**src/shared/igss_pkg.sv**
```systemverilog
// Package with offsets, reset values and flag groupings for the summary status block
package igss_pkg;

    localparam int ADDR_W = 8;
    localparam int DATA_W = 8;
    localparam logic [ADDR_W-1:0] INTERRUPT_GROUP_SUMMARY_OFS = 8'h00;
    localparam logic [DATA_W-1:0] INTERRUPT_GROUP_SUMMARY_RST = 8'h00;
    localparam logic [DATA_W-1:0] UNMAPPED_READ_VAL = 8'h00;

    localparam int POWER_GROUP_SUMMARY_BIT = 0;
    localparam int AMPLIFIER_GROUP_SUMMARY_BIT = 1;
    localparam int CONVERTER_GROUP_SUMMARY_BIT = 2;
    localparam int PEAK_GROUP_SUMMARY_BIT = 3;
    localparam int IMPEDANCE_GROUP_SUMMARY_BIT = 4;
    localparam int DRIVER_GROUP_SUMMARY_BIT = 5;
    localparam int PIN_INPUT_GROUP_SUMMARY_BIT = 6;
    localparam int THERMAL_GROUP_SUMMARY_BIT = 7;

    // Latched flags kept by the interrupt registers outside this block
    typedef struct packed {
        logic ldo_limit_flag;
        logic buck_limit_flag;
        logic clock_validity_flag;
        logic supply_event_flag;
        logic power_timer_event_flag;
        logic amplifier_overcurrent_flag;
        logic boost_power_good_flag;
        logic boost_current_limit_flag;
        logic boost_overvoltage_flag;
        logic comparator_a_flag;
        logic comparator_b_flag;
        logic peak_detector_one_flag;
        logic peak_detector_two_flag;
        logic peak_detector_three_flag;
        logic impedance_detect_flag;
        logic led_fault_flag;
        logic relay_fault_flag;
        logic pin_input_one_flag;
        logic pin_input_two_flag;
        logic thermal_shutdown_flag;
        logic thermal_warning_flag;
        logic amplifier_overtemp_flag;
    } igss_ext_flags_t;

    // Per-flag interrupt mask, 1 masks the flag
    typedef struct packed {
        igss_ext_flags_t ext;
        logic reset_done_flag;
        logic conversion_ready_flag;
    } igss_mask_t;

    // Pin configuration, 1 when the pin is a logic input
    typedef struct packed {
        logic pin_one_is_input;
        logic pin_two_is_input;
    } igss_pin_cfg_t;

endpackage : igss_pkg

```
**src/verilog/igss_summary_status.sv**
```systemverilog
// Interrupt group summary status register with two locally latched flags
module igss_summary_status (
    input wire logic ref_clk,
    input wire logic nrst,
    input wire igss_pkg::igss_ext_flags_t ext_flags,
    input wire igss_pkg::igss_mask_t flag_mask,
    input wire igss_pkg::igss_pin_cfg_t pin_cfg,
    input wire logic reset_complete_event,
    input wire logic conversion_busy_status,
    input wire logic reset_done_clear,
    input wire logic conversion_ready_clear,
    input wire logic rd_en,
    input wire logic [igss_pkg::ADDR_W-1:0] rd_addr,
    output logic [igss_pkg::DATA_W-1:0] rd_data_r,
    output logic [igss_pkg::DATA_W-1:0] interrupt_group_summary_r,
    output logic reset_done_flag_r,
    output logic conversion_ready_flag_r,
    output logic interrupt_request_out_n_r
);

    logic reset_complete_event_r;
    logic conversion_busy_status_r;
    logic reset_done_flag_nxt;
    logic conversion_ready_flag_nxt;
    logic reset_complete_event_nxt;
    logic conversion_busy_status_nxt;
    logic [igss_pkg::DATA_W-1:0] summary_nxt;
    logic [igss_pkg::DATA_W-1:0] rd_data_nxt;
    logic interrupt_request_out_n_nxt;
    igss_pkg::igss_mask_t all_flags;

    // Rising edge of a level against its value one cycle earlier
    function automatic logic rise_seen(
        input logic level_now,
        input logic level_prev
    );
        return level_now & ~level_prev;
    endfunction : rise_seen

    function automatic logic fall_seen(
        input logic level_now,
        input logic level_prev
    );
        return ~level_now & level_prev;
    endfunction : fall_seen

    // Held flag: a set in the same cycle as a clear wins
    function automatic logic flag_next(
        input logic held,
        input logic clear,
        input logic set
    );
        logic result;
        result = held;
        if (clear) begin
            result = 1'b0;
        end
        if (set) begin
            result = 1'b1;
        end
        return result;
    endfunction : flag_next

    function automatic logic power_any(
        input igss_pkg::igss_ext_flags_t f,
        input logic reset_done
    );
        return f.ldo_limit_flag | f.buck_limit_flag | f.clock_validity_flag
            | reset_done | f.supply_event_flag | f.power_timer_event_flag;
    endfunction : power_any

    function automatic logic amplifier_any(
        input igss_pkg::igss_ext_flags_t f
    );
        return f.amplifier_overcurrent_flag | f.boost_power_good_flag
            | f.boost_current_limit_flag | f.boost_overvoltage_flag;
    endfunction : amplifier_any

    function automatic logic converter_any(
        input igss_pkg::igss_ext_flags_t f,
        input logic conv_ready
    );
        return f.comparator_a_flag | f.comparator_b_flag | conv_ready;
    endfunction : converter_any

    function automatic logic peak_any(
        input igss_pkg::igss_ext_flags_t f
    );
        return f.peak_detector_one_flag | f.peak_detector_two_flag
            | f.peak_detector_three_flag;
    endfunction : peak_any

    function automatic logic impedance_any(
        input igss_pkg::igss_ext_flags_t f
    );
        return f.impedance_detect_flag;
    endfunction : impedance_any

    function automatic logic driver_any(
        input igss_pkg::igss_ext_flags_t f
    );
        return f.led_fault_flag | f.relay_fault_flag;
    endfunction : driver_any

    // Pin flags count in the summary bit only while the pin is a logic input; the interrupt request takes them either way
    function automatic logic pin_input_any(
        input igss_pkg::igss_ext_flags_t f,
        input igss_pkg::igss_pin_cfg_t cfg
    );
        return (f.pin_input_one_flag & cfg.pin_one_is_input)
            | (f.pin_input_two_flag & cfg.pin_two_is_input);
    endfunction : pin_input_any

    function automatic logic thermal_any(
        input igss_pkg::igss_ext_flags_t f
    );
        return f.thermal_shutdown_flag | f.thermal_warning_flag
            | f.amplifier_overtemp_flag;
    endfunction : thermal_any

    function automatic logic [igss_pkg::DATA_W-1:0] summary_word(
        input igss_pkg::igss_ext_flags_t f,
        input igss_pkg::igss_pin_cfg_t cfg,
        input logic reset_done,
        input logic conv_ready
    );
        logic [igss_pkg::DATA_W-1:0] word;
        word = igss_pkg::INTERRUPT_GROUP_SUMMARY_RST;
        word[igss_pkg::POWER_GROUP_SUMMARY_BIT] = power_any(f, reset_done);
        word[igss_pkg::AMPLIFIER_GROUP_SUMMARY_BIT] = amplifier_any(f);
        word[igss_pkg::CONVERTER_GROUP_SUMMARY_BIT] = converter_any(f, conv_ready);
        word[igss_pkg::PEAK_GROUP_SUMMARY_BIT] = peak_any(f);
        word[igss_pkg::IMPEDANCE_GROUP_SUMMARY_BIT] = impedance_any(f);
        word[igss_pkg::DRIVER_GROUP_SUMMARY_BIT] = driver_any(f);
        word[igss_pkg::PIN_INPUT_GROUP_SUMMARY_BIT] = pin_input_any(f, cfg);
        word[igss_pkg::THERMAL_GROUP_SUMMARY_BIT] = thermal_any(f);
        return word;
    endfunction : summary_word

    // Unmapped addresses read as a fixed value
    function automatic logic [igss_pkg::DATA_W-1:0] read_word(
        input logic [igss_pkg::ADDR_W-1:0] addr,
        input logic [igss_pkg::DATA_W-1:0] summary
    );
        logic [igss_pkg::DATA_W-1:0] word;
        word = igss_pkg::UNMAPPED_READ_VAL;
        if (addr == igss_pkg::INTERRUPT_GROUP_SUMMARY_OFS) begin
            word = summary;
        end
        return word;
    endfunction : read_word

    // Flags latched here: set wins over a clear in the same cycle
    always_comb begin
        reset_complete_event_nxt = reset_complete_event;
        conversion_busy_status_nxt = conversion_busy_status;
        reset_done_flag_nxt = flag_next(reset_done_flag_r, reset_done_clear,
            rise_seen(reset_complete_event, reset_complete_event_r));
        conversion_ready_flag_nxt = flag_next(conversion_ready_flag_r, conversion_ready_clear,
            fall_seen(conversion_busy_status, conversion_busy_status_r));
    end

    always_ff @(posedge ref_clk or negedge nrst) begin
        if (!nrst) begin
            reset_complete_event_r <= 1'b0;
            conversion_busy_status_r <= 1'b0;
            reset_done_flag_r <= 1'b0;
            conversion_ready_flag_r <= 1'b0;
        end else begin
            reset_complete_event_r <= reset_complete_event_nxt;
            conversion_busy_status_r <= conversion_busy_status_nxt;
            reset_done_flag_r <= reset_done_flag_nxt;
            conversion_ready_flag_r <= conversion_ready_flag_nxt;
        end
    end

    // Group summaries, interrupt request and read data
    always_comb begin
        all_flags.ext = ext_flags;
        all_flags.reset_done_flag = reset_done_flag_r;
        all_flags.conversion_ready_flag = conversion_ready_flag_r;
        summary_nxt = summary_word(ext_flags, pin_cfg, reset_done_flag_r,
            conversion_ready_flag_r);
        interrupt_request_out_n_nxt = ~(|(all_flags & ~flag_mask));
        rd_data_nxt = rd_data_r;
        if (rd_en) begin
            rd_data_nxt = read_word(rd_addr, summary_nxt);
        end
    end

    always_ff @(posedge ref_clk or negedge nrst) begin
        if (!nrst) begin
            interrupt_group_summary_r <= igss_pkg::INTERRUPT_GROUP_SUMMARY_RST;
            rd_data_r <= igss_pkg::INTERRUPT_GROUP_SUMMARY_RST;
            interrupt_request_out_n_r <= 1'b1;
        end else begin
            interrupt_group_summary_r <= summary_nxt;
            rd_data_r <= rd_data_nxt;
            interrupt_request_out_n_r <= interrupt_request_out_n_nxt;
        end
    end

endmodule : igss_summary_status

```
**config.mk**
```make
export PLATFORM = sky130hd
export DESIGN_NAME = igss_summary_status
export DESIGN_NICKNAME = d
export VERILOG_FILES = /design/src/shared/igss_pkg.sv /design/src/verilog/igss_summary_status.sv
export SDC_FILE = /design/constraint.sdc
export NUM_CORES = 1
export LEC_CHECK = 0
export BUFFER_PORTS_ARGS = -buffer_cell sky130_fd_sc_hd__clkbuf_2
export CAP_MARGIN = 10
export CORE_UTILIZATION = 42
export CTS_BUF_LIST = sky130_fd_sc_hd__clkbuf_4
export DETAILED_ROUTE_END_ITERATION = 8
export GPL_TIMING_DRIVEN = 0
export PLACE_DENSITY = 0.91
export SLEW_MARGIN = 20
export SYNTH_ARGS = -nofsm -noshare
export SYNTH_HDL_FRONTEND = slang
export SYNTH_SLANG_ARGS = --single-unit
export TNS_END_PERCENT = 1
```
**constraint.sdc**
```tcl
create_clock -name ref_clk -period 3 [get_ports ref_clk]
set_input_delay 0.45 -clock ref_clk [delete_from_list [all_inputs] [get_ports ref_clk]]
set_output_delay 0.45 -clock ref_clk [all_outputs]
set_load 0.05 [all_outputs]
```
==> results of run 1 <==
metrics by stage:
step           setup WS, ps  cells  hold WS [ps]
2_1_floorplan          1770    100           154
3_3_place_gp           1630    207           418
3_5_place_dp           1590    207           424
4_1_cts                1460    211           123
5_1_grt                1420    211           132
6_report               1460    211           111
power breakdown:
group | switching [W] | internal (W) | total, W
registers | 0.00000394 | 0.000292 | 0.000296
logic | 0.0000705 | 0.0000493 | 0.000120
clock network | 0.0000752 | 0.0000606 | 0.000136
cells by family after synthesis:
group,after synthesis,share of synthesized area (%)
buffers and inverters,39,16.0
DFF,21,54.8
and+or+nand+nor,17,13.2
AOI/OAI and AO/OA,23,16.0
final timing paths:
check	startpoint	endpoint	cells after the start
worst max-delay path	interrupt_request_out_n_r$_DFF_PN1_	interrupt_request_out_n_r	1
worst min-delay path	nrst	rd_data_r[5]$_DFFE_PN0P_	1
worst max register to register	reset_done_flag_r$_DFFE_PN0P_	rd_data_r[0]$_DFFE_PN0P_	4
worst min register to register	reset_complete_event_r$_DFF_PN0_	reset_done_flag_r$_DFFE_PN0P_	1
max in group asynchronous	nrst	interrupt_request_out_n_r$_DFF_PN1_	1
min in group ref_clk	reset_complete_event	reset_complete_event_r$_DFF_PN0_	1
Yosys cell counts, drive strengths merged:
master,count
a22o,1
a41o,1
and2b,1
and3,1
buf,1
dfrtp,20
dfstp,1
inv,38
nand2b,1
nand3,2
nor2,2
nor3,4
nor4,5
nor4b,1
o21ai,1
o22ai,20
final cells by class:
type                            instances  area, um2  share of cell area, %
Buffer                                  1       11.3                  0.790
Clock buffer                            4       30.0                   2.11
Inverter                               38        143                   10.0
Multi-Input combinational cell         40        280                   19.7
Sequential cell                        21        527                   37.0
Tap cell                               27       33.8                   2.37
Timing Repair Buffer                   80        400                   28.1
registers in the layout, summed over array words and instances (netlist names):
register                   count
conversion_busy_status_r       1
conversion_ready_flag_r        1
interrupt_group_summary_r      8
interrupt_request_out_n_r      1
rd_data_r                      8
reset_complete_event_r         1
reset_done_flag_r              1
layer usage:
metal / GRT usage [%] / wire (um) / vias to the layer above
met3: 2.16 / 156 / 2
met1: 25.7 / 1090 / 448
met5: 0 / 0 / -
met2: 42.1 / 1300 / 47
li1: - / - / 500
met4: 7.14 / 8 / 0
==> qor.csv, run 1 <==
metric,value,unit
post-CTS sizing,0,
DR DRC count,0,
Longest Clk Path Bufs,2,
Final period util,51.2,%
initial antenna violation count,0,
"slowest stage delay, CP",540,ps
Slew @ Worst Pin,506,ps
RSZ-0062 raised after global routing,no,
final antenna-violating net count,0,
count of cell types in the netlist,17,
DIE AREA,0.00248,mm2
Max H-tree Level,1,
R2R Setup Slk,1870,ps
status,completed,
Critical Path Sink Type,output port,
total grt overflow,0,
Worst path slowest cell,dfstp_2,
Ys Warns,0,
final instance area,0.00143,mm2
buffer and inverter count on the worst path,1,
1st-pass router iterations,4,
setup_tns,0,ps
initial core utilization,46.6,%
leading area contributor after synthesis,dfrtp_1,
Root Driver,clkbuf_4,
Crit path required time,2550,ps
WL/cell,12.1,um
DP Area,0.00140,mm2
top post-synthesis cells by area,"dfrtp_1 (52%), inv_1 (15%), o22ai_1 (13%)",
CP Class,flip-flop to output port,
maximum VDD drop,0.245,mV
row cnt,16,
final net count,248,
Mapped Cells,100,
clock skew,0.762,ps
routability-driven placement congestion ratio,0.820,
IO Count,82,
post-synthesis sequential area ratio,54.8,%
leakage,0.832,nW
mapped cell area,961,um2
Pwr Density,387,mW/mm2
max-cap viol count,0,
fill count,152,
vias in the first global route,1010,
startpoint type of the worst setup path,flip-flop,
syn avg cell area,9.61,um2
"Setup violations, final",0,
CORE AREA,0.00206,mm2
Layout Utilization,69.1,%
1st-iter DRT viols,6,
cell family with most CP delay,flip-flops,
Routed Wire Length,2560,um
area growth from synthesis to layout,48.3,%
first-pass GRT wire length,4130,um
"commonest non-fill, non-tap cell in the layout",clkbuf_2,
Pins Over Slew Limit,0,
FMAX,0.651,GHz
post-CTS setup buffer count,0,
fin crit period,1540,ps
CTS tree,done,
largest net degree at the start of global routing,22,
count of hold-fix buffers inserted at cts,0,
Chip Height,49.8,um
layout cell share with drive strength beyond 1,49.5,%
Design Power,0.000551,W
CP max FO,1,
Die W,49.8,um
via count,997,
CP arrival,1090,ps
antenna fix cells,0,
Via density,4.73,
Sink Count,21,
most frequent cells in the layout,"clkbuf_2 (80), inv_1 (38), o22ai_1 (20), dfrtp_1 (20), nor4_1 (5)",
Tot GR Track Use,22.2,%
PortBufs,80,
post-DP HPWL,2220,um
"Clk Latency, worst-skew pair",280,ps
syn_nets,163,
CP Cell Sequence,clkbuf_2,
Synth top area share,52.1,%
endpoints failing hold,0,
Slew HR,66.2,%
Hold Path Class,input port to async pin,
cts bufs inserted,3,
number of synthesized register bits,21,
Clock Pin Slew Worst Setup and Hold Paths,110,ps
(Power assumes the default switching activity.)
==> run 2: changes to the inputs <==
--- a/config.mk
+++ b/config.mk
@@ -7,11 +7,11 @@
 export LEC_CHECK = 0
 export BUFFER_PORTS_ARGS = -buffer_cell sky130_fd_sc_hd__clkbuf_2
 export CAP_MARGIN = 10
-export CORE_UTILIZATION = 42
+export CORE_UTILIZATION = 35
 export CTS_BUF_LIST = sky130_fd_sc_hd__clkbuf_4
 export DETAILED_ROUTE_END_ITERATION = 8
 export GPL_TIMING_DRIVEN = 0
-export PLACE_DENSITY = 0.91
+export PLACE_DENSITY = 0.81
 export SLEW_MARGIN = 20
 export SYNTH_ARGS = -nofsm -noshare
 export SYNTH_HDL_FRONTEND = slang
==> constraint.sdc (replaced) <==
create_clock -name ref_clk -period 1.2 [get_ports ref_clk]
set_input_delay 0.18 -clock ref_clk [delete_from_list [all_inputs] [get_ports ref_clk]]
set_output_delay 0.18 -clock ref_clk [all_outputs]
set_load 0.05 [all_outputs]
==> qor.csv, run 2 (synthesis gave the netlist of run 1 again) <==
metric,value,unit
routability-driven placement congestion ratio,0.682,
Slew @ Worst Pin,515,ps
CP max FO,1,
DR DRC count,0,
final antenna-violating net count,0,
WL/cell,12.2,um
total grt overflow,0,
area growth from synthesis to layout,54.3,%
fill count,236,
Pins Over Slew Limit,0,
Die W,54.4,um
FMAX,0.855,GHz
Multi-input gate area,293,um2
Crit path required time,1020,ps
RSZ-0062 raised after global routing,yes,
post-DP HPWL,2270,um
vias in the first global route,935,
"Clk Latency, worst-skew pair",290,ps
met1 Use GR,18.4,%
CP arrival,990,ps
post-CTS setup buffer count,0,
CTS tree,done,
largest net degree at the start of global routing,22,
endpoints failing hold,0,
layout cell share with drive strength beyond 1,50.3,%
R2R depth,4,
row cnt,18,
1st-iter DRT viols,8,
IO Count,82,
Routed Wire Length,2650,um
antenna fix cells,0,
R2R Setup Slk,120,ps
CP Cell Sequence,buf_8,
cell family with most CP delay,flip-flops,
Design Power,0.00141,W
Layout Utilization,58.3,%
DIE AREA,0.00296,mm2
max-cap viol count,0,
Via density,4.71,
Critical R2R Launch,reset_done_flag_r$_DFFE_PN0P_,
final net count,251,
CP Class,flip-flop to output port,
initial core utilization,37.8,%
Final period util,97.4,%
"commonest non-fill, non-tap cell in the layout",clkbuf_2,
CORE AREA,0.00254,mm2
met2 usage in global routing,37.8,%
initial antenna violation count,0,
Pwr Density,949,mW/mm2
Sink Count,21,
buffer and inverter count on the worst path,1,
Longest Clk Path Bufs,2,
Top Registers,"interrupt_group_summary_r: 8 flops, rd_data_r: 8 flops",
cts bufs inserted,3,
Hold Path Sink,reset_complete_event_r$_DFF_PN0_,
"Setup violations, final",0,
Max H-tree Level,1,
worst hold stages,1,
PortBufs,80,
Chip Height,54.4,um
leakage,0.847,nW
Root Driver,clkbuf_4,
Critical Path Sink Type,output port,
register area,528,um2
Slew HR,65.7,%
via count,1023,
met3 usage,5.83,%
most frequent cells in the layout,"clkbuf_2 (79), inv_1 (38), o22ai_1 (20)",
startpoint type of the worst setup path,flip-flop,
hold wc startpoint,reset_complete_event,
maximum VDD drop,0.555,mV
Non-Filler Instances,217,
first-pass GRT wire length,3930,um
status,completed,
Worst path slowest cell,dfstp_2,
clock skew,3.33,ps
Cells after DPL,210,
Clock Pin Slew Worst Setup and Hold Paths,110,ps
Tot GR Track Use,18.8,%
GR peak layer,met2,
fin crit period,1170,ps
"slowest stage delay, CP",560,ps
R2R Path End,rd_data_r[0]$_DFFE_PN0P_,
1st-pass router iterations,4,
Hold Path Class,input port to flip-flop,
run 2: cell count changes in the layout (fill, tap and decap cells not counted), sizes merged:
cell	previous run	this run
buf	1	2
clkbuf	84	83
dlygate4sd3	0	3
run 2: stage by stage:
stage / instance area, um2 / setup slack (ps) / setup TNS [ps] / hold slack [ps]
global placement: 1400 / 54.8 / 0 / 172
finish: 1480 / 30.7 / 0 / 10.1
detailed placement: 1400 / 64.4 / 0 / 174
CTS: 1470 / 9.70 / 0 / 14.1
global route: 1480 / -12.5 / -15.0 / 4.07
floorplan: 962 / 30.0 / 0 / -116
run 2: layout make-up:
cell class                      count  share of cell area [%]
Sequential cell                    21                    35.6
Timing Repair Buffer               83                    29.7
Multi-Input combinational cell     40                    19.7
Inverter                           38                    9.62
Tap cell                           30                    2.53
Clock buffer                        4                    2.03
Buffer                              1                   0.759
run 2: worst max path at each step:
stage / from / to / cells past startpoint
final: interrupt_request_out_n_r$_DFF_PN1_ / interrupt_request_out_n_r / 1
after global placement: reset_done_flag_r$_DFFE_PN0P_ / rd_data_r[0]$_DFFE_PN0P_ / 4
after detailed placement: rd_addr[4] / rd_data_r[0]$_DFFE_PN0P_ / 5
after CTS: interrupt_request_out_n_r$_DFF_PN1_ / interrupt_request_out_n_r / 1
after floorplan: conversion_ready_flag_r$_DFFE_PN0P_ / interrupt_request_out_n_r$_DFF_PN1_ / 4
after global routing: interrupt_request_out_n_r$_DFF_PN1_ / interrupt_request_out_n_r / 1
run 2: where the power goes:
group / switching [W] / internal, W / total [W]
sequential: 0.00000947 / 0.000730 / 0.000739
combinational: 0.000182 / 0.000131 / 0.000313
clock: 0.000204 / 0.000152 / 0.000355
total: 0.000395 / 0.00101 / 0.00141
run 2: timing repair:
action / CTS / global route
hold buffers: 3 / 0
endpoints found under the hold margin: 22 / 0
gates resized for setup: 2 / 3
cloned: 0 / 0
endpoints found under the setup margin: 1 / 3
pin swaps: 0 / 2
run 2: per-layer routing:
metal | part of all wire, % | vias to the layer above
met1 | 36 | 474
li1 | - | 503
met4 | 0.38 | 0
met5 | 0 | -
met2 | 53 | 44
met3 | 11 | 2
